--- src/logic/tpc_defs.vh ---
/*
 * constants shared by the timer, its channels and the bench: widths,
 * clock source codes, channel mode and edge/level codes, reset values.
 * assumes it is included by bare name from each design file.
 */
`ifndef TPC_DEFS_VH
`define TPC_DEFS_VH

// ----------------------------------------------------------------------
// sizes
// ----------------------------------------------------------------------
`define TPC_NCH 8
`define TPC_CW 16
`define TPC_PW 7

// ----------------------------------------------------------------------
// counter clock source select
// ----------------------------------------------------------------------
`define TPC_CLK_OFF 2'h0
`define TPC_CLK_BUS 2'h1
`define TPC_CLK_FIX 2'h2
`define TPC_CLK_EXT 2'h3

// ----------------------------------------------------------------------
// channel mode select (bit 1 set means edge-aligned pwm)
// ----------------------------------------------------------------------
`define TPC_MODE_CAP 2'h0
`define TPC_MODE_CMP 2'h1
`define TPC_MODE_PWM_BIT 1

// ----------------------------------------------------------------------
// edge/level select
// ----------------------------------------------------------------------
`define TPC_ELS_NONE 2'h0
`define TPC_ELS_TOGGLE 2'h1
`define TPC_ELS_CLEAR 2'h2
`define TPC_ELS_SET 2'h3
`define TPC_ELS_RISE_BIT 0
`define TPC_ELS_FALL_BIT 1
`define TPC_ELS_POL_BIT 0

// ----------------------------------------------------------------------
// counter and prescaler values
// ----------------------------------------------------------------------
`define TPC_CNT_ZERO 16'h0000
`define TPC_CNT_ONE 16'h0001
`define TPC_CNT_FULL 16'hFFFF
`define TPC_PRE_ZERO 7'h00
`define TPC_PRE_ONE 7'h01
`define TPC_PRE_ALL 7'h7F

`endif

--- src/logic/tpc_chan.v ---
/*
 * one timer channel: pin synchroniser, input capture, output compare,
 * edge-aligned and center-aligned pwm, channel value and flag.
 * assumes the counter, its update strobe and direction come from the
 * timer core on the same clock; the pin input is asynchronous.
 */
`timescale 1ns/1ps
`include "tpc_defs.vh"

module tpc_chan (
    input wire mclk_i,
    input wire rst_n_i,
    input wire clk_en_i,
    input wire timer_on_i,
    input wire cnt_upd_i,
    input wire count_down_i,
    input wire center_align_select_i,
    input wire [`TPC_CW-1:0] cnt_i,
    input wire [1:0] channel_mode_select_i,
    input wire [1:0] edge_level_select_i,
    input wire value_wr_i,
    input wire [`TPC_CW-1:0] value_wdata_i,
    input wire flag_clear_i,
    input wire pin_i,
    output wire [`TPC_CW-1:0] value_o,
    output wire flag_o,
    output wire pin_o,
    output wire pin_oe_n_o
);

    reg sync1_q;
    reg sync2_q;
    reg sync3_q;
    reg [`TPC_CW-1:0] value_q;
    reg flag_q;
    reg pin_q;
    reg pin_d;
    reg oe_n_q;

    // ------------------------------------------------------------------
    // mode decode
    // ------------------------------------------------------------------
    wire els_on = (edge_level_select_i != `TPC_ELS_NONE);
    wire cap_mode = !center_align_select_i && els_on
                    && (channel_mode_select_i == `TPC_MODE_CAP);
    wire cmp_mode = !center_align_select_i
                    && (channel_mode_select_i == `TPC_MODE_CMP);
    wire epwm_mode = !center_align_select_i && els_on
                     && channel_mode_select_i[`TPC_MODE_PWM_BIT];
    wire cpwm_mode = center_align_select_i && els_on;
    wire pol = edge_level_select_i[`TPC_ELS_POL_BIT];

    // match only on the cycle the counter took a new value
    wire match = timer_on_i && cnt_upd_i && (cnt_i == value_q);
    wire rise = sync2_q & ~sync3_q;
    wire fall = ~sync2_q & sync3_q;
    wire cap_evt = timer_on_i && cap_mode
                   && ((edge_level_select_i[`TPC_ELS_RISE_BIT] & rise)
                   | (edge_level_select_i[`TPC_ELS_FALL_BIT] & fall));
    wire cmp_evt = match && (cmp_mode || epwm_mode || cpwm_mode);
    wire period_start = timer_on_i && epwm_mode && cnt_upd_i
                        && (cnt_i == `TPC_CNT_ZERO);

    // ------------------------------------------------------------------
    // pin level chosen by the active mode
    // ------------------------------------------------------------------
    always @* begin
        pin_d = pin_q;
        if (cmp_mode && match) begin
            case (edge_level_select_i)
                `TPC_ELS_TOGGLE: pin_d = ~pin_q;
                `TPC_ELS_CLEAR: pin_d = 1'b0;
                `TPC_ELS_SET: pin_d = 1'b1;
                default: pin_d = pin_q;
            endcase
        end else if (epwm_mode) begin
            // match after period start so a zero value gives zero duty
            if (period_start)
                pin_d = ~pol;
            if (match)
                pin_d = pol;
        end else if (cpwm_mode && match) begin
            pin_d = count_down_i ? ~pol : pol;
        end
    end

    // ------------------------------------------------------------------
    // registers: synchroniser, value, flag, pin drive
    // ------------------------------------------------------------------
    always @(posedge mclk_i) begin
        if (!rst_n_i) begin
            sync1_q <= 1'b0;
            sync2_q <= 1'b0;
            sync3_q <= 1'b0;
            value_q <= `TPC_CNT_ZERO;
            flag_q <= 1'b0;
            pin_q <= 1'b0;
            oe_n_q <= 1'b1;
        end else if (clk_en_i) begin
            sync1_q <= pin_i;
            sync2_q <= sync1_q;
            sync3_q <= sync2_q;
            if (cap_evt)
                value_q <= cnt_i;
            else if (value_wr_i)
                value_q <= value_wdata_i;
            if (cap_evt || cmp_evt)
                flag_q <= 1'b1;
            else if (flag_clear_i)
                flag_q <= 1'b0;
            pin_q <= pin_d;
            // released unless a driving function is enabled
            oe_n_q <= !(timer_on_i && els_on && !cap_mode);
        end
    end

    assign value_o = value_q;
    assign flag_o = flag_q;
    assign pin_o = pin_q;
    assign pin_oe_n_o = oe_n_q;

endmodule // tpc_chan

--- src/logic/tpc_timer.v ---
/*
 * timer core: clock source select, clock synchronisers, prescaler,
 * 16-bit up or up/down counter, terminal count flag, interrupt
 * requests and eight channels.
 * assumes control inputs come from logic on mclk_i; the fixed clock,
 * the external clock and channel pins are asynchronous.
 */
`timescale 1ns/1ps
`include "tpc_defs.vh"

module tpc_timer (
    input wire mclk_i,
    input wire rst_n_i,
    input wire clk_en_i,
    input wire background_debug_mode_i,
    input wire [1:0] clock_source_sel_i,
    input wire [2:0] prescale_sel_i,
    input wire [`TPC_CW-1:0] counter_modulo_value_i,
    input wire center_align_select_i,
    input wire count_reset_wr_i,
    input wire fixed_clock_i,
    input wire external_timer_clock_in_i,
    input wire [2*`TPC_NCH-1:0] channel_mode_select_i,
    input wire [2*`TPC_NCH-1:0] edge_level_select_i,
    input wire [`TPC_NCH-1:0] chan_value_wr_i,
    input wire [`TPC_CW-1:0] chan_value_wdata_i,
    input wire [`TPC_NCH-1:0] chan_flag_clear_i,
    input wire [`TPC_NCH-1:0] chan_irq_en_i,
    input wire overflow_clear_i,
    input wire overflow_irq_en_i,
    input wire [`TPC_NCH-1:0] timer_channel_pin_i,
    output wire [`TPC_NCH-1:0] timer_channel_pin_o,
    output wire [`TPC_NCH-1:0] timer_channel_pin_oe_n_o,
    output wire [`TPC_CW*`TPC_NCH-1:0] chan_value_o,
    output wire [`TPC_NCH-1:0] chan_flag_o,
    output wire [`TPC_NCH-1:0] chan_irq_o,
    output wire [`TPC_CW-1:0] timer_count_value_o,
    output wire count_down_o,
    output wire overflow_flag_o,
    output wire overflow_irq_o
);

    // ------------------------------------------------------------------
    // state
    // ------------------------------------------------------------------
    reg fix1_q;
    reg fix2_q;
    reg fix3_q;
    reg ext1_q;
    reg ext2_q;
    reg ext3_q;
    reg [`TPC_PW-1:0] pre_q;
    reg [`TPC_PW-1:0] pre_d;
    reg [`TPC_CW-1:0] cnt_q;
    reg [`TPC_CW-1:0] cnt_d;
    reg down_q;
    reg down_d;
    reg wrap_d;
    reg cnt_upd_q;
    reg ovf_q;
    reg ovf_irq_q;
    reg [`TPC_NCH-1:0] chan_irq_q;
    reg src_tick;

    // ------------------------------------------------------------------
    // clock source and prescaler tick
    // ------------------------------------------------------------------
    // timer is disabled while no clock source is selected
    wire timer_on = (clock_source_sel_i != `TPC_CLK_OFF);
    // wait mode has no input here, so the timer runs through it
    wire run = timer_on && !background_debug_mode_i;

    // one source tick per counter clock event
    always @* begin
        case (clock_source_sel_i)
            `TPC_CLK_BUS: src_tick = 1'b1;
            `TPC_CLK_FIX: src_tick = fix2_q & ~fix3_q;
            `TPC_CLK_EXT: src_tick = ext2_q & ~ext3_q;
            default: src_tick = 1'b0;
        endcase
    end

    // mask of low prescaler bits that must all be set for a tick
    wire [`TPC_PW-1:0] pre_mask = ~(`TPC_PRE_ALL << prescale_sel_i);
    wire pre_tick = run && src_tick && ((pre_q & pre_mask) == pre_mask);

    // zero and all ones both mean full range
    wire [`TPC_CW-1:0] mod_eff = ((counter_modulo_value_i == `TPC_CNT_ZERO)
                                 || (counter_modulo_value_i == `TPC_CNT_FULL))
                                 ? `TPC_CNT_FULL : counter_modulo_value_i;

    // ------------------------------------------------------------------
    // counter next state
    // ------------------------------------------------------------------
    always @* begin
        pre_d = pre_q;
        cnt_d = cnt_q;
        down_d = down_q;
        wrap_d = 1'b0;
        if (count_reset_wr_i) begin
            // written data is not used, only the strobe
            pre_d = `TPC_PRE_ZERO;
            cnt_d = `TPC_CNT_ZERO;
            down_d = 1'b0;
        end else begin
            if (run && src_tick)
                pre_d = pre_q + `TPC_PRE_ONE;
            if (pre_tick) begin
                if (!center_align_select_i) begin
                    down_d = 1'b0;
                    if (cnt_q == mod_eff) begin
                        cnt_d = `TPC_CNT_ZERO;
                        wrap_d = 1'b1;
                    end else begin
                        cnt_d = cnt_q + `TPC_CNT_ONE;
                    end
                end else if (!down_q) begin
                    // turn at the modulo, also if it was lowered below us
                    if (cnt_q >= mod_eff) begin
                        down_d = 1'b1;
                        cnt_d = cnt_q - `TPC_CNT_ONE;
                    end else begin
                        cnt_d = cnt_q + `TPC_CNT_ONE;
                    end
                end else begin
                    if (cnt_q == `TPC_CNT_ZERO) begin
                        down_d = 1'b0;
                        cnt_d = `TPC_CNT_ONE;
                        wrap_d = 1'b1;
                    end else begin
                        cnt_d = cnt_q - `TPC_CNT_ONE;
                    end
                end
            end
        end
    end

    // ------------------------------------------------------------------
    // clocked state: synchronisers, prescaler, counter, flags
    // ------------------------------------------------------------------
    always @(posedge mclk_i) begin
        if (!rst_n_i) begin
            fix1_q <= 1'b0;
            fix2_q <= 1'b0;
            fix3_q <= 1'b0;
            ext1_q <= 1'b0;
            ext2_q <= 1'b0;
            ext3_q <= 1'b0;
            pre_q <= `TPC_PRE_ZERO;
            cnt_q <= `TPC_CNT_ZERO;
            down_q <= 1'b0;
            cnt_upd_q <= 1'b0;
            ovf_q <= 1'b0;
            ovf_irq_q <= 1'b0;
            chan_irq_q <= {`TPC_NCH{1'b0}};
        end else if (clk_en_i) begin
            // fixed and external clocks enter through three flops each, the last for edge detect
            fix1_q <= fixed_clock_i;
            fix2_q <= fix1_q;
            fix3_q <= fix2_q;
            ext1_q <= external_timer_clock_in_i;
            ext2_q <= ext1_q;
            ext3_q <= ext2_q;
            pre_q <= pre_d;
            cnt_q <= cnt_d;
            down_q <= down_d;
            cnt_upd_q <= pre_tick && !count_reset_wr_i;
            // a wrap in the clearing cycle keeps the flag set
            if (wrap_d)
                ovf_q <= 1'b1;
            else if (overflow_clear_i)
                ovf_q <= 1'b0;
            ovf_irq_q <= ovf_q & overflow_irq_en_i;
            chan_irq_q <= chan_flag_o & chan_irq_en_i;
        end
    end

    // ------------------------------------------------------------------
    // channels
    // ------------------------------------------------------------------
    genvar g;
    generate
        for (g = 0; g < `TPC_NCH; g = g + 1) begin : g_chan
            tpc_chan u_chan (
                .mclk_i(mclk_i),
                .rst_n_i(rst_n_i),
                .clk_en_i(clk_en_i),
                .timer_on_i(timer_on),
                .cnt_upd_i(cnt_upd_q),
                .count_down_i(down_q),
                .center_align_select_i(center_align_select_i),
                .cnt_i(cnt_q),
                .channel_mode_select_i(channel_mode_select_i[2*g+1:2*g]),
                .edge_level_select_i(edge_level_select_i[2*g+1:2*g]),
                .value_wr_i(chan_value_wr_i[g]),
                .value_wdata_i(chan_value_wdata_i),
                .flag_clear_i(chan_flag_clear_i[g]),
                .pin_i(timer_channel_pin_i[g]),
                .value_o(chan_value_o[`TPC_CW*g+`TPC_CW-1:`TPC_CW*g]),
                .flag_o(chan_flag_o[g]),
                .pin_o(timer_channel_pin_o[g]),
                .pin_oe_n_o(timer_channel_pin_oe_n_o[g])
            );
        end
    endgenerate

    // ------------------------------------------------------------------
    // outputs
    // ------------------------------------------------------------------
    // count is a plain flop read, reading has no side effect
    assign timer_count_value_o = cnt_q;
    assign count_down_o = down_q;
    assign overflow_flag_o = ovf_q;
    assign overflow_irq_o = ovf_irq_q;
    assign chan_irq_o = chan_irq_q;

endmodule // tpc_timer

--- config.mk ---
export PLATFORM = sky130hd
export DESIGN_NAME = tpc_timer
export DESIGN_NICKNAME = d
export VERILOG_FILES = /design/src/logic/tpc_chan.v /design/src/logic/tpc_timer.v
export VERILOG_INCLUDE_DIRS = /design/src /design/src/logic
export SDC_FILE = /design/constraint.sdc
export NUM_CORES = 1
export LEC_CHECK = 0
export BUFFER_PORTS_ARGS = -buffer_cell sky130_fd_sc_hd__buf_2
export CAP_MARGIN = 15
export CORE_UTILIZATION = 55
export CTS_CLUSTER_DIAMETER = 50
export CTS_CLUSTER_SIZE = 20
export DETAILED_ROUTE_END_ITERATION = 12
export GPL_TIMING_DRIVEN = 1
export PLACE_DENSITY = 0.9
export REMOVE_ABC_BUFFERS = 1
export SETUP_SLACK_MARGIN = 0.05
export SLEW_MARGIN = 20
export SYNTH_ARGS = -nofsm -noshare
export SYNTH_HDL_FRONTEND = slang
export SYNTH_SLANG_ARGS = --single-unit
--- constraint.sdc ---
create_clock -name mclk_i -period 4.2 [get_ports mclk_i]
set_clock_uncertainty 0.05 [all_clocks]
set_input_delay 0.63 -clock mclk_i [delete_from_list [all_inputs] [get_ports mclk_i]]
set_output_delay 0.63 -clock mclk_i [all_outputs]
set_load 0.005 [all_outputs]
==> impl_metrics.csv <==
group,metric,value,unit
status,status,"completed",
setup_path,slowest_delay,510,ps
clock_network,post_cts_buffers,0,
die,initial_utilization,56.11,%
sta,hold_viol,0,
die,die_w,159.5,um
drt,drt-initial-drc-count,1455,
power,p_sw,1.621,mW
yosys,ys_async_sr_fraction,0,%
layout,diodes,0,
clock_network,insertion_delay,550,ps
yosys,ys_types,71,
clock_network,cts-root-buf,"clkbuf_16",
power,p_int,3.878,mW
power,p_sw_share,29.47,%
grt,antenna_found_initial,0,
setup_path,crit_chain,"buf_2, nand4_1, or4_1, nand2_1, nor2_1, ha_1, nand4_1, nor4_1, o21ai_1, a31oi_2, buf_12, nor3b_1, a21oi_1, a31oi_1",
drt,first_pass_iters,5,
drt,vias,13550,
setup_path,critPathSlowestCell,"or4_1",
power,power.density,339.6,nW/um2
clock_network,cts_tree,"yes",
yosys,synth_enable_flop_cells,0,
sta,whs,270.9,ps
yosys,dominantRegCellSynth,"dfxtp_1",
die,io_pins,290,
die,die-area,25440,um2
clock_network,clk_pin_slew,70,ps
die,rows,57,
setup_path,cp_num_buf_inv,2,
sta,grt_setup_unrepaired,"false",
place,post-place-ws,110.5,ps
sta,max_freq,276.7,MHz
power,p_leak,6.810,nW
yosys,yosys_warnings,0,
clock_network,ctsHoldBuffers,0,
sta,post-route-min-period,3614,ps
drt,avgRoutedWirePerCell,20.87,um
setup_path,r2r_start,"timer_count_value_o[8]$_SDFFE_PN0P_",
grt,overflow,0,
clock_network,cts_resized,0,
yosys,synth_top_area_cell,"dfxtp_1",
die,die_h,159.5,um
layout,design_area,16190,um2
grt,grt_pass1_vias,12790,
setup_path,cp_top_family,"simple AND/OR/NAND/NOR gates",
clock_network,cts.sinks,217,
yosys,synth_top_cells_by_area,"dfxtp_1, mux2i_1, a211oi_1, nor2_1, xnor2_1",
layout,syn_to_final_growth,18.65,%
run,max_cap_violations,0,
yosys,synthDominantCellAreaShare,31.84,%
power,finalPower,5.499,mW
grt,grt_usage,34.92,%
power,ir_drop,0.0003009,V
sta,worst_slew_pin_slew,955.8,ps
setup_path,cp_max_fo,29,
drt,routed_via_density,6.140,
sta,setup-tns-final,0,ps
clock_network,htreeDepth,1,
power,clkPwrFrac,45.3,%
setup_path,crit_arrival,4020,ps
setup_path,critPathRequiredTime,4610,ps
clock_network,cts_buffers,28,
layout,drive_gt1_share,22.62,%
setup_path,r2r_cells,9,
layout,layout.nets,2008,
yosys,synthCells,1652,
place,placed_area,15220,um2
yosys,synth.cell_area,13650,um2
power,seqPwrFrac,40.9,%
setup_path,path_common_cell,"nand4_1",
yosys,ys_seq_elements,217,
place,port_buffers,289,
sta,post-route-period-util,86.05,%
setup_path,crit_end,"timer_count_value_o[13]$_SDFFE_PN0P_",
drt,drc,0,
sta,slew_viol_final,0,
sta,layout_setup_ws,585.9,ps
setup_path,r2r_end,"timer_count_value_o[13]$_SDFFE_PN0P_",
power,p_comb_share,13.8,%
worst_hold_path,min_path_type,"input port to flip-flop",
setup_path,crit_cells,14,
place,globalplace.congestion,0.9612,
setup_path,crit_path_end_kind,"flip-flop",
yosys,avgSynthCellArea,8.260,um2
sta,setup_viol,0,
yosys,ys_seq_area_share,31.84,%
grt,grt_max_degree,104,
setup_path,crit_start,"counter_modulo_value_i[14]",
setup_path,worstSetupPathType,"input port to flip-flop",
setup_path,r2r_slack,910,ps
die,core,24320,um2
place,hpwl,32340,um
grt,grt_pass1_wl,70790,um
drt,ant_nets,0,
drt,wirelength,46070,um
sta,maxSlewHeadroom,36.21,%
clock_network,cts_buffer_depth,3,
setup_path,startpoint_type,"input port",
[how the worst min path moves through the flow]
stage,to,slack (ps),cells past startpoint,start
after floorplan,fix3_q$_SDFFE_PN0P_,400,2,fix3_q$_SDFFE_PN0P_
after global placement,chan_irq_o[7]$_SDFFE_PN0P_,400,2,chan_irq_o[7]$_SDFFE_PN0P_
after detailed placement,g_chan[3].u_chan.pin_oe_n_o$_SDFFE_PN1P_,410,2,g_chan[3].u_chan.pin_oe_n_o$_SDFFE_PN1P_
after CTS,g_chan[4].u_chan.sync1_q$_SDFFE_PN0P_,270,3,timer_channel_pin_i[4]
after global routing,g_chan[5].u_chan.sync1_q$_SDFFE_PN0P_,290,3,timer_channel_pin_i[5]
final,g_chan[4].u_chan.sync1_q$_SDFFE_PN0P_,270,3,timer_channel_pin_i[4]
[cell usage after synthesis (all sizes together), types with 4 or more instances]
cell type / n
nand2b: 23
nor4: 39
o21a: 11
clkbuf: 61
nor2: 258
nor3b: 7
nand3b: 5
nand4b: 7
nor3: 27
buf: 108
a2111oi: 4
or4: 7
a21oi: 38
a211oi: 131
and3: 7
nand4: 34
mux2i: 172
and2: 8
nand2: 77
a21o: 6
a31oi: 19
xor2: 63
o22ai: 8
xnor2: 78
o21ai: 40
nand3: 39
a22oi: 8
inv: 37
nor2b: 5
or3: 17
dfxtp: 217
ha: 36
[final cells by class]
| class | count | area [um2] |
|---|---|---|
| inverter | 38 | 147.6 |
| clock inverter | 21 | 217.7 |
| clock buffer | 31 | 753.2 |
| tap | 324 | 405.4 |
| sequential | 217 | 4344 |
| timing repair buffer | 348 | 1917 |
| multi-input combinational | 1228 | 8406 |
| fill | 1921 | 8129 |
[power groups by stage]
stage               Sequential, mW  Combinational [mW]  Clock, mW
global placement              2.29               0.718          0
detailed placement            2.29               0.740          0
floorplan                     2.29               0.397          0
finish                        2.25               0.761       2.49
global route                  2.26               0.830       2.59
CTS                           2.25               0.747       2.50
[registers in the layout, indices dropped and copies added (netlist names), 7 cells and up]
name,flops
g_chan.u_chan.value_o,128
timer_count_value_o,16
chan_irq_o,8
g_chan.u_chan.flag_o,8
g_chan.u_chan.pin_o,8
g_chan.u_chan.pin_oe_n_o,8
g_chan.u_chan.sync1_q,8
g_chan.u_chan.sync2_q,8
g_chan.u_chan.sync3_q,8
pre_q,7
[layout by cell type, fill, tap and decap left out, drive strengths merged, types with 8 or more instances in the layout]
| cell type | count |
|---|---|
| a21oi | 38 |
| and2 | 8 |
| nand3 | 39 |
| mux2i | 172 |
| a22oi | 8 |
| or3 | 17 |
| nor2 | 258 |
| nor3 | 27 |
| dfxtp | 217 |
| a211oi | 131 |
| inv | 51 |
| xor2 | 63 |
| clkbuf | 31 |
| a31oi | 19 |
| buf | 348 |
| xnor2 | 78 |
| o21a | 11 |
| nand2 | 77 |
| ha | 36 |
| o21ai | 40 |
| nor4 | 39 |
| o22ai | 8 |
| nand2b | 23 |
| nand4 | 34 |
[worst register-to-register path, stage by stage, from the launching register on]
cell	delay, ps
dfxtp_1	920
ha_1	260
nand4_1	140
nor4_1	440
o21ai_1	180
a31oi_2	220
buf_12	210
nor3b_1	440
a21oi_1	150
a31oi_1	200
[cell families (layout without fill, tap and decap cells)]
| group | Yosys count | count (layout) | synth area share, % |
|---|---|---|---|
| AOI/OAI and AO/OA | 305 | 305 | 15.54 |
| xor gates and xnor gates | 141 | 141 | 9.050 |
| and+or+nand+nor | 571 | 571 | 20.42 |
| adders and majority gates | 36 | 36 | 3.301 |
| muxes | 175 | 175 | 12.86 |
| DFF | 217 | 217 | 31.84 |
| buffers and inverters | 207 | 438 | 6.987 |
[layer usage]
metal	global-route usage, %	share of wire [%]
met1	44.40	40
met3	6.955	9.8
met4	18.49	5.0
met2	55.78	45
met5	0	0
[through the flow]
step,util (%),std cells
after floorplan,-,1483
after global placement,62.58,2155
after detailed placement,62.58,2155
after CTS,66.57,2207
after global routing,66.57,2207
final,66.57,2207
(Power assumes the default switching activity.)
